**src/cfs_pkg.sv**
```systemverilog
// constants and state types for the cec status flag block
package cfs_pkg;

    // register addresses on the plain register port
    localparam logic [7:0]  CFS_ADDR_TX_STATUS = 8'h10;
    localparam logic [7:0]  CFS_ADDR_RX_STATUS = 8'h12;
    localparam logic [7:0]  CFS_ADDR_TX_CTRL   = 8'h18;
    localparam logic [7:0]  CFS_ADDR_RX_CTRL   = 8'h1C;

    // transmit side status bit positions
    localparam int unsigned CFS_TX_FRAME_DONE  = 6;
    localparam int unsigned CFS_TX_FIFO_EMPTY  = 5;
    localparam int unsigned CFS_TX_CONTENTION  = 4;
    localparam int unsigned CFS_TX_ACK_ERROR   = 3;
    localparam int unsigned CFS_TX_UNDERRUN    = 2;
    localparam int unsigned CFS_TX_LOST_ARB    = 1;
    localparam int unsigned CFS_TX_BUS_IDLE    = 0;

    // receive side status bit positions
    localparam int unsigned CFS_RX_FRAME_DONE  = 6;
    localparam int unsigned CFS_RX_DATA_READY  = 5;
    localparam int unsigned CFS_RX_FIFO_FULL   = 4;
    localparam int unsigned CFS_RX_NOT_EMPTY   = 3;
    localparam int unsigned CFS_RX_TIMEOUT     = 2;
    localparam int unsigned CFS_RX_BUS_ERROR   = 1;
    localparam int unsigned CFS_RX_OVERRUN     = 0;

    // control register bit positions
    localparam int unsigned CFS_CTL_START      = 1;
    localparam int unsigned CFS_CTL_FLUSH      = 0;

    // which status bits are sticky write-one-to-clear flags
    localparam logic [15:0] CFS_TX_STICKY_MASK = 16'h005E;
    localparam logic [15:0] CFS_RX_STICKY_MASK = 16'h0067;
    // which control bits are interrupt enables
    localparam logic [15:0] CFS_TX_ENABLE_MASK = 16'h0060;
    localparam logic [15:0] CFS_RX_ENABLE_MASK = 16'h0070;

    // reset values
    localparam logic        CFS_TX_FIFO_EMPTY_RST = 1'b1;
    localparam logic        CFS_BUS_IDLE_RST      = 1'b1;
    localparam logic        CFS_BIT_ZERO          = 1'b0;
    localparam logic [15:0] CFS_WORD_ZERO         = 16'h0000;

    typedef struct packed {
        logic flag;
    } cfs_flag_state_t;

    typedef struct packed {
        logic [15:0] rd_data;
        logic        irq;
        logic [15:0] tx_enable;
        logic [15:0] rx_enable;
        logic        tx_fifo_empty;
        logic        bus_idle;
        logic        rx_fifo_full;
        logic        rx_fifo_not_empty;
        logic        tx_start;
        logic        tx_flush;
        logic        rx_flush;
    } cfs_state_t;

endpackage : cfs_pkg

```
**src/cfs_flag.sv**
```systemverilog
// one sticky status flag: hardware sets, software clears, set wins
`timescale 1ns/10ps

module cfs_flag
#(
    parameter logic INIT = 1'b0
)
(
    // clock and reset
    input  wire logic mclk_i,
    input  wire logic rst_i,
    // set and clear strobes
    input  wire logic set_i,
    input  wire logic clr_i,
    // flag value
    output logic      flag_o
);
    import cfs_pkg::*;

    cfs_flag_state_t st_r;
    cfs_flag_state_t st_nxt;

    always_comb
    begin
        st_nxt = st_r;
        // an event in the clearing cycle must not be lost
        if (set_i)
        begin
            st_nxt.flag = 1'b1;
        end
        else if (clr_i)
        begin
            st_nxt.flag = 1'b0;
        end
    end

    always_ff @(posedge mclk_i)
    begin
        if (rst_i)
        begin
            st_r.flag <= INIT;
        end
        else
        begin
            st_r <= st_nxt;
        end
    end

    assign flag_o = st_r.flag;

endmodule : cfs_flag

```
**src/cfs_status.sv**
```systemverilog
// status flags, interrupt enables and register port of the cec controller
//
// Design decision made here: the plain strobed port.
`timescale 1ns/10ps

module cfs_status
(
    // clock and reset
    input  wire logic        mclk_i,
    input  wire logic        rst_i,
    // register port
    input  wire logic [7:0]  reg_addr_i,
    input  wire logic [15:0] reg_wdata_i,
    input  wire logic        reg_wr_i,
    input  wire logic        reg_rd_i,
    output logic      [15:0] reg_rdata_o,
    // transmit side events from the shifter and fifo
    input  wire logic        tx_block_sent_i,
    input  wire logic        tx_block_eom_i,
    input  wire logic        tx_fifo_push_i,
    input  wire logic        tx_fifo_pop_last_i,
    input  wire logic        tx_shift_need_i,
    input  wire logic        tx_conflict_i,
    input  wire logic        tx_arb_phase_i,
    input  wire logic        tx_ack_valid_i,
    input  wire logic        tx_ack_bit_i,
    input  wire logic        tx_broadcast_i,
    input  wire logic        bus_idle_i,
    // receive side events from the shifter and fifo
    input  wire logic        rx_fifo_push_i,
    input  wire logic        rx_block_eom_i,
    input  wire logic        rx_fifo_full_i,
    input  wire logic        rx_fifo_not_empty_i,
    input  wire logic        rx_timeout_i,
    input  wire logic        rx_spurious_i,
    // control pulses to the shifters and fifos
    output logic             tx_start_o,
    output logic             tx_flush_o,
    output logic             rx_flush_o,
    // interrupt
    output logic             irq_o
);
    import cfs_pkg::*;

    // all registered block state except the sticky flag cells lives in one struct
    cfs_state_t  st_r;
    cfs_state_t  st_nxt;

    // per-side set, clear, flag and read view words
    logic [15:0] tx_set;
    logic [15:0] tx_clr;
    logic [15:0] tx_flags;
    logic [15:0] rx_set;
    logic [15:0] rx_clr;
    logic [15:0] rx_flags;
    logic [15:0] tx_view;
    logic [15:0] rx_view;
    // decoded writes, line events and interrupt sources
    logic        wr_tx_status;
    logic        wr_rx_status;
    logic        wr_tx_ctrl;
    logic        wr_rx_ctrl;
    logic        tx_lab_ev;
    logic        tx_ce_ev;
    logic        tx_ack_ev;
    logic        tx_tx_underrun_ev;
    logic        rx_rx_overrun_ev;
    logic        tx_eom_ev;
    logic        tx_abort_ev;
    logic        rx_eom_ev;
    logic        rx_abort_ev;
    logic        tx_irq_any;
    logic        rx_irq_any;

    // address decode of writes; an unmapped offset selects nothing
    always_comb
    begin
        wr_tx_status = 1'b0;
        wr_rx_status = 1'b0;
        wr_tx_ctrl   = 1'b0;
        wr_rx_ctrl   = 1'b0;
        if (reg_wr_i)
        begin
            unique case (reg_addr_i)
                CFS_ADDR_TX_STATUS:
                begin
                    wr_tx_status = 1'b1;
                end
                CFS_ADDR_RX_STATUS:
                begin
                    wr_rx_status = 1'b1;
                end
                CFS_ADDR_TX_CTRL:
                begin
                    wr_tx_ctrl = 1'b1;
                end
                CFS_ADDR_RX_CTRL:
                begin
                    wr_rx_ctrl = 1'b1;
                end
                default:
                begin
                    // writes to unmapped offsets are dropped
                end
            endcase
        end
    end

    // transmit error events
    assign tx_lab_ev   = tx_conflict_i && tx_arb_phase_i;
    assign tx_ce_ev    = tx_conflict_i && !tx_arb_phase_i;
    // broadcast expects a one acknowledge and a zero refuses it, directed a one is a nack
    assign tx_ack_ev   = tx_ack_valid_i
                       && (tx_broadcast_i ? !tx_ack_bit_i : tx_ack_bit_i);
    // underrun looks at the registered empty flag, not its next value
    assign tx_tx_underrun_ev = tx_shift_need_i && st_r.tx_fifo_empty;

    // receive error event: a push into a full fifo
    assign rx_rx_overrun_ev  = rx_fifo_push_i && rx_fifo_full_i;

    // frame ends: the marked last block, or any abort of that side
    assign tx_eom_ev   = tx_block_sent_i && tx_block_eom_i;
    assign tx_abort_ev = tx_lab_ev || tx_ce_ev || tx_ack_ev || tx_tx_underrun_ev;
    assign rx_eom_ev   = rx_fifo_push_i && rx_block_eom_i;
    assign rx_abort_ev = rx_rx_overrun_ev || rx_timeout_i || rx_spurious_i;

    always_comb
    begin
        tx_set                    = CFS_WORD_ZERO;
        tx_set[CFS_TX_LOST_ARB]   = tx_lab_ev;
        tx_set[CFS_TX_CONTENTION] = tx_ce_ev;
        tx_set[CFS_TX_ACK_ERROR]  = tx_ack_ev;
        tx_set[CFS_TX_UNDERRUN]   = tx_tx_underrun_ev;
        // done fires on the eom block or on any aborting error
        tx_set[CFS_TX_FRAME_DONE] = tx_eom_ev || tx_abort_ev;
    end

    always_comb
    begin
        rx_set                    = CFS_WORD_ZERO;
        rx_set[CFS_RX_OVERRUN]    = rx_rx_overrun_ev;
        rx_set[CFS_RX_TIMEOUT]    = rx_timeout_i;
        rx_set[CFS_RX_BUS_ERROR]  = rx_spurious_i;
        rx_set[CFS_RX_DATA_READY] = rx_fifo_push_i;
        rx_set[CFS_RX_FRAME_DONE] = rx_eom_ev || rx_abort_ev;
    end

    // write one clears, write zero leaves the flag alone
    // level bits ignore the write, they follow their sources
    always_comb
    begin
        tx_clr = CFS_WORD_ZERO;
        rx_clr = CFS_WORD_ZERO;
        if (wr_tx_status)
        begin
            tx_clr = reg_wdata_i & CFS_TX_STICKY_MASK;
        end
        if (wr_rx_status)
        begin
            rx_clr = reg_wdata_i & CFS_RX_STICKY_MASK;
        end
    end

    // one sticky cell per flag position; other positions read zero
    genvar gi;
    generate
        for (gi = 0; gi < 16; gi++)
        begin : g_flag
            if (CFS_TX_STICKY_MASK[gi])
            begin : g_tx
                cfs_flag
                #(
                    .INIT   (CFS_BIT_ZERO)
                )
                u_tx_flag
                (
                    .mclk_i (mclk_i),
                    .rst_i  (rst_i),
                    .set_i  (tx_set[gi]),
                    .clr_i  (tx_clr[gi]),
                    .flag_o (tx_flags[gi])
                );
            end
            else
            begin : g_tx_none
                assign tx_flags[gi] = 1'b0;
            end
            if (CFS_RX_STICKY_MASK[gi])
            begin : g_rx
                cfs_flag
                #(
                    .INIT   (CFS_BIT_ZERO)
                )
                u_rx_flag
                (
                    .mclk_i (mclk_i),
                    .rst_i  (rst_i),
                    .set_i  (rx_set[gi]),
                    .clr_i  (rx_clr[gi]),
                    .flag_o (rx_flags[gi])
                );
            end
            else
            begin : g_rx_none
                assign rx_flags[gi] = 1'b0;
            end
        end
    endgenerate

    // register views merge sticky flags with live level bits
    always_comb
    begin
        tx_view                    = tx_flags;
        tx_view[CFS_TX_FIFO_EMPTY] = st_r.tx_fifo_empty;
        tx_view[CFS_TX_BUS_IDLE]   = st_r.bus_idle;
    end

    always_comb
    begin
        rx_view                    = rx_flags;
        rx_view[CFS_RX_FIFO_FULL]  = st_r.rx_fifo_full;
        rx_view[CFS_RX_NOT_EMPTY]  = st_r.rx_fifo_not_empty;
    end

    // full is a level, so its interrupt lasts as long as the fifo stays full
    assign tx_irq_any = |(tx_view & st_r.tx_enable);
    assign rx_irq_any = |(rx_view & st_r.rx_enable);

    always_comb
    begin
        st_nxt = st_r;

        // level inputs are sampled so the status reads from flops
        st_nxt.bus_idle          = bus_idle_i;
        st_nxt.rx_fifo_full      = rx_fifo_full_i;
        st_nxt.rx_fifo_not_empty = rx_fifo_not_empty_i;

        // fifo empty: a new entry clears it, the last pop or a flush sets it;
        // a push beside the last pop leaves one entry, so the push wins
        if (tx_fifo_push_i)
        begin
            st_nxt.tx_fifo_empty = 1'b0;
        end
        else if (tx_fifo_pop_last_i || st_r.tx_flush)
        begin
            st_nxt.tx_fifo_empty = 1'b1;
        end

        // control: enables are stored, start and flush self-clear;
        // a held pulse would restart a frame or flush the fifo again
        st_nxt.tx_start = 1'b0;
        st_nxt.tx_flush = 1'b0;
        st_nxt.rx_flush = 1'b0;
        if (wr_tx_ctrl)
        begin
            st_nxt.tx_enable = reg_wdata_i & CFS_TX_ENABLE_MASK;
            st_nxt.tx_start  = reg_wdata_i[CFS_CTL_START];
            st_nxt.tx_flush  = reg_wdata_i[CFS_CTL_FLUSH];
        end
        if (wr_rx_ctrl)
        begin
            st_nxt.rx_enable = reg_wdata_i & CFS_RX_ENABLE_MASK;
            st_nxt.rx_flush  = reg_wdata_i[CFS_CTL_FLUSH];
        end

        // read data stand only in the cycle after the read strobe
        st_nxt.rd_data = CFS_WORD_ZERO;
        if (reg_rd_i)
        begin
            // control offsets read back their enables only, pulses read zero
            unique case (reg_addr_i)
                CFS_ADDR_TX_STATUS:
                begin
                    st_nxt.rd_data = tx_view;
                end
                CFS_ADDR_RX_STATUS:
                begin
                    st_nxt.rd_data = rx_view;
                end
                CFS_ADDR_TX_CTRL:
                begin
                    st_nxt.rd_data = st_r.tx_enable;
                end
                CFS_ADDR_RX_CTRL:
                begin
                    st_nxt.rd_data = st_r.rx_enable;
                end
                default:
                begin
                    st_nxt.rd_data = CFS_WORD_ZERO;
                end
            endcase
        end

        // each enabled flag drives the single level interrupt
        st_nxt.irq = tx_irq_any || rx_irq_any;
    end

    // reset is synchronous; level bits restart at their idle values
    always_ff @(posedge mclk_i)
    begin
        if (rst_i)
        begin
            st_r.rd_data           <= CFS_WORD_ZERO;
            st_r.irq               <= CFS_BIT_ZERO;
            st_r.tx_enable         <= CFS_WORD_ZERO;
            st_r.rx_enable         <= CFS_WORD_ZERO;
            st_r.tx_fifo_empty     <= CFS_TX_FIFO_EMPTY_RST;
            st_r.bus_idle          <= CFS_BUS_IDLE_RST;
            st_r.rx_fifo_full      <= CFS_BIT_ZERO;
            st_r.rx_fifo_not_empty <= CFS_BIT_ZERO;
            st_r.tx_start          <= CFS_BIT_ZERO;
            st_r.tx_flush          <= CFS_BIT_ZERO;
            st_r.rx_flush          <= CFS_BIT_ZERO;
        end
        else
        begin
            st_r <= st_nxt;
        end
    end

    assign reg_rdata_o = st_r.rd_data;
    assign irq_o       = st_r.irq;
    assign tx_start_o  = st_r.tx_start;
    assign tx_flush_o  = st_r.tx_flush;
    assign rx_flush_o  = st_r.rx_flush;

endmodule : cfs_status

```
**config.mk**
```make
export PLATFORM = sky130hd
export DESIGN_NAME = cfs_status
export DESIGN_NICKNAME = d
export VERILOG_FILES = /design/src/cfs_pkg.sv /design/src/cfs_flag.sv /design/src/cfs_status.sv
export SDC_FILE = /design/constraint.sdc
export NUM_CORES = 1
export LEC_CHECK = 0
export ABC_AREA = 1
export ABC_CLOCK_PERIOD_IN_PS = 1000
export BUFFER_PORTS_ARGS = -buffer_cell sky130_fd_sc_hd__buf_2
export CORE_ASPECT_RATIO = 1.2
export CORE_MARGIN = 2
export CORE_UTILIZATION = 40
export CTS_CLUSTER_DIAMETER = 200
export DETAILED_ROUTE_END_ITERATION = 8
export GPL_ROUTABILITY_DRIVEN = 0
export PLACE_DENSITY = 0.69
export SETUP_SLACK_MARGIN = 0.05
export SLEW_MARGIN = 15
export SYNTH_ARGS = -nofsm -noshare
export SYNTH_HDL_FRONTEND = slang
export SYNTH_HIERARCHICAL = 1
export SYNTH_SLANG_ARGS = --single-unit
```
**constraint.sdc**
```tcl
create_clock -name mclk_i -period 1 [get_ports mclk_i]
set_input_delay 0.05 -clock mclk_i [delete_from_list [all_inputs] [get_ports mclk_i]]
set_output_delay 0.05 -clock mclk_i [all_outputs]
set_load 0.02 [all_outputs]
```
* Word level (Yosys, flattened, before mapping) *
Cells that the tools add are included.

cells by class
  multiplexer cells = 34
  bitwise gates (word level) = 5
  reduce and logical (&&, ||, !) cells = 34
  equal/unequal tests = 4

operators by type and width
  cell                                            number
  == test 8 x 5 -> 1 bit (second input constant)  4
  OR reduction 16 bit                             2
  two-way mux 1 bit                               31
  one-hot mux 7 bit (4 select lines)              1
  nonzero test 2 bit                              11
  AND 7 bit                                       2
  two-way mux 7 bit                               2
  logical OR 1 bit                                9
  logical AND 1 bit                               7
  OR reduction 2 bit                              3
  NOT 1 bit                                       3
  logical NOT 1 bit                               2

storage, ports and cells
  word-level logic and storage cells = 98
  register bits after elaboration = 39
  output and inout bits = 20
  bits of input ports = 45

* Logic depth before layout (Yosys ltp) *
  depth after elaboration = 7
  depth in mapped cells = 9

* By module *
Netlist, hierarchy kept.

modules (own cells, without submodules)
  module      area each (um2)  cells an instance  seq. area each (um2)  times used
  cfs_status  1,166.1          182                400.4                 1
  cfs_flag    40.0             5                  20.0                  10

* Worst setup path before layout *
No wires, ideal clock.

  kind = input -> register
  start = input port reg_addr_i[7]
  end = register g_flag[1].g_tx.u_tx_flag.st_r
  path slack = 0.041 ns
  buffers on the path = 0
  arrival time = 0.846 ns
  stages on the path = 8
  required time = 0.886 ns
  setup time = 0.114 ns
  cell sequence = nor2_2 -> nand2_4 -> nor2_4 -> nand2_1 -> nor2_1 -> inv_1 -> nand2_1 -> a21oi_2

between the ends
  longest elaborated chain between the ends = 5

ends and longest elaborated chain
  what                                 RTL line           RTL
  from (decl)                          cfs_status.sv:12   input wire logic [7:0] reg_addr_i,
  == test 8 x 5 -> 1 bit               cfs_status.sv:84   unique case (reg_addr_i)
  two-way mux 1 bit                    cfs_status.sv:84
  two-way mux 1 bit                    cfs_status.sv:82   if (reg_wr_i)
  two-way mux 7 bit                    cfs_status.sv:154  if (wr_tx_status)
  net tx_clr[1]                        cfs_status.sv:51   logic [15:0] tx_clr;
  nonzero test 2 bit (no source line)  -
  to (signal assigned)                 cfs_flag.sv:45     st_r <= st_nxt;
  to (decl)                            cfs_flag.sv:20     cfs_flag_state_t st_r;

The timed path passes the listed nets, and every way through them passes these cells.
A chain may end at the register's enable or synchronous reset.

* Final worst setup path *
  start = register st_r, in the netlist tx_flush_o
  end = output port tx_flush_o

RTL lines
  what                    RTL line           RTL
  from (decl)             cfs_status.sv:46   cfs_state_t st_r;
  from (signal assigned)  cfs_status.sv:318  st_r <= st_nxt;
  to (decl)               cfs_status.sv:38   output logic tx_flush_o,

No word-level cell between the ends.

==> results.md <==
- Outcome: complete, no violations
- Slowest-stage cell, CP: dfxtp_1
- R2r startpoint: rx_view[4]
- Full die area: 4430 µm²
- CTS H-tree depth: 2
- Ys Warns: 6
- Mapped Area: 1570 µm²
- PwrDens: 1320 nW/µm²
- Crit path largest cell delay: between 0.3 and 0.4 ns
- Worst setup path endpoint: tx_flush_o
- Reg2reg setup slack: approximately 0.18 ns
- Dpl cells: approximately 330
- Vias: 1,444
- Wire length per cell: 9.34 µm
- GRT overflow: 0
- Fin cells: between 300 and 400
- Crit path required time: 0.95 ns
- Num CTS Buffers: 5
- Antenna-violating nets left: 0
- Vias in the first global route: about 1,300
- Met3 usage: roughly 4.6%
- Reg-to-Reg End: reg_rdata_o[4]
- Clk root buf: clkbuf_8
- Post-synthesis sequential area ratio: a little under two fifths
- GR peak layer: met2
- Cell row count: 24
- Share of layout cells above drive strength 1: about 30%
- Worst Clk Skew: 0.00414 ns
- Sink Count: 30
- Global-route wire length before repair: ~5500 µm
- Mean Syn Cell Area: between 6 and 7 µm²
- R2R depth: 4
- Critical path launch point type: register
- Layout Nets: around 330
- HPWL Detailed: between 2000 and 3000 µm
- Layout area overhead: 23.8%
- First DRT Iteration DRCs: 34
- CTS resizes: 0
- Fmax: 1.17 GHz
- Port Buffer Count: 46
- Post-CTS Setup Bufs: 0
- Design area: 1940 µm²
- I/O pin total: between 60 and 70
- Worst hold slack: between 0.01 and 0.015 ns
- Setup violators final: 0
- CP Depth: 1
- CTS Hold Bufs: 4
- CTS tree: done
- RSZ-0062 raised after global routing: no
- Antenna violations before repair: 0
- Seq cells post-synth: 30
- Buffers and inverters on the worst path: 1
- Overall routed net length: roughly 3100 µm
- VDD IR max: roughly 0.00095 V
- Crit path time final: roughly 0.86 ns
- Initial core utilization: 42.4%
- HP Class: in2reg
- Worst-path maximum fanout: 2
- Post-Synthesis Cells: between 200 and 250
- Critical path's top delay family: flip-flops
- Final Cycle Share: roughly 86%
- Clk buf depth: 2
- WP data arrival: just over 0.8 ns
- Endpoint class of the critical path: primary output
- M2 GR Usage: between 20% and 30%
- Critical-path cell list: buf_2
- All-Layer GR Usage: 16.5%
- First-pass DRT Iterations: 4
- Clk Latency, worst-skew pair: around 0.28 ns
- Reg clk slew, reported paths: around 0.06 ns
- Vias per inst: ~4.3
- Kind of critical path: reg2out
- Ant. Diodes: 0
- Fin. Hold Viols: 0
- Max-cap violations: 0
- Tot Pwr: between 2 and 3 mW
- Largest net degree at the start of global routing: 15
- Pleak: about 0.98 nW
- Dpl cell area: around 1800 µm²
- Sum Neg Setup Slack: 0 ns
- Max-slew violation total from the final report: 0
- DRC: 0
- Critical Path Source: tx_flush_o
- Chip Height: between 70 and 80 µm
- Core area: 3690 µm²
- Die Width: 61.1 µm
- Met1 usage: around a fifth
- Synth cell types: 19
-- cell families after synthesis --
family          synth area share, %
simple gates                   33.9
compound gates                 8.79
flops                          38.3
other cells                   0.239
buf+inv                        18.7
-- cell usage after synthesis, drive strengths merged --
library cell	count	area, µm²
a21oi	19	133
dfxtp	30	601
or2	1	6.26
buf	16	120
clkbuf	2	7.51
o21ai	1	5.00
nand3	13	65.1
inv	44	165
nor3	5	25.0
conb	1	3.75
nand2	60	235
nand4	1	6.26
nor2	39	194
-- where the power goes --
group / total [mW] / internal [mW] / switching (mW)
clock network: 1.00 / 0.551 / 0.451
registers: 1.26 / 1.23 / 0.0247
logic: 0.295 / 0.120 / 0.175
total: 2.56 / 1.91 / 0.651
-- metrics by stage --
step                setup WS (ns)  utilization [%]
global placement          -0.0446             48.8
detailed placement        -0.0385             48.8
CTS                         0.145             52.5
finish                      0.144             52.5
floorplan                  0.0516                -
global route               0.0565             52.5
-- per-layer routing --
layer  vias to the layer above  part of all wire, %  wire, µm
met5                         -                    0         0
met1                       611                   43      1360
li1                        773                    -         -
met3                        10                  6.7       211
met2                        50                   47      1480
met4                         0                  3.1        97
-- state kept, by name, indices dropped and copies added, names as in the netlist --
name                          count
irq_o                             1
tx_start_o                        1
g_flag.g_tx.u_tx_flag/flag_o      5
reg_rdata_o                       7
rx_view                           2
st_r                              7
tx_flush_o                        1
rx_flush_o                        1
g_flag.g_rx.u_rx_flag/flag_o      5
-- area by class of cell --
type                    count  area (µm²)
clock inverters             2        12.5
flip-flops and latches     30         601
repair buffers             55         308
fillers                   378        1750
multi-input cells         148         706
inverters                  44         165
clock buffers               6        82.6
well taps                  52        65.1
-- worst min path at each step --
| stage | startpoint | slack (ns) | depth (start not counted) | end |
|---|---|---|---|---|
| after floorplan | rst_i | 0.11 | 1 | g_flag[0].g_rx.u_rx_flag/flag_o |
| after global placement | bus_idle_i | 0.24 | 2 | st_r[5] |
| after detailed placement | bus_idle_i | 0.24 | 2 | st_r[5] |
| after CTS | rx_timeout_i | 0.01 | 3 | g_flag[2].g_rx.u_rx_flag/flag_o |
| after global routing | rst_i | 0.02 | 2 | st_r[5] |
| final | rx_timeout_i | 0.01 | 3 | g_flag[2].g_rx.u_rx_flag/flag_o |
-- cells in the final DEF (no fill, tap or decap), types with 5 or more instances in the layout --
master	n
nand2_1	57
buf_2	46
inv_1	42
nor2_1	30
dfxtp_1	30
nand3_1	13
a21oi_2	10
a21oi_1	9
conb_1	9
clkbuf_8	6
nor2_4	5
nor3_1	5
buf_4	5
(Power assumes the default switching activity.)
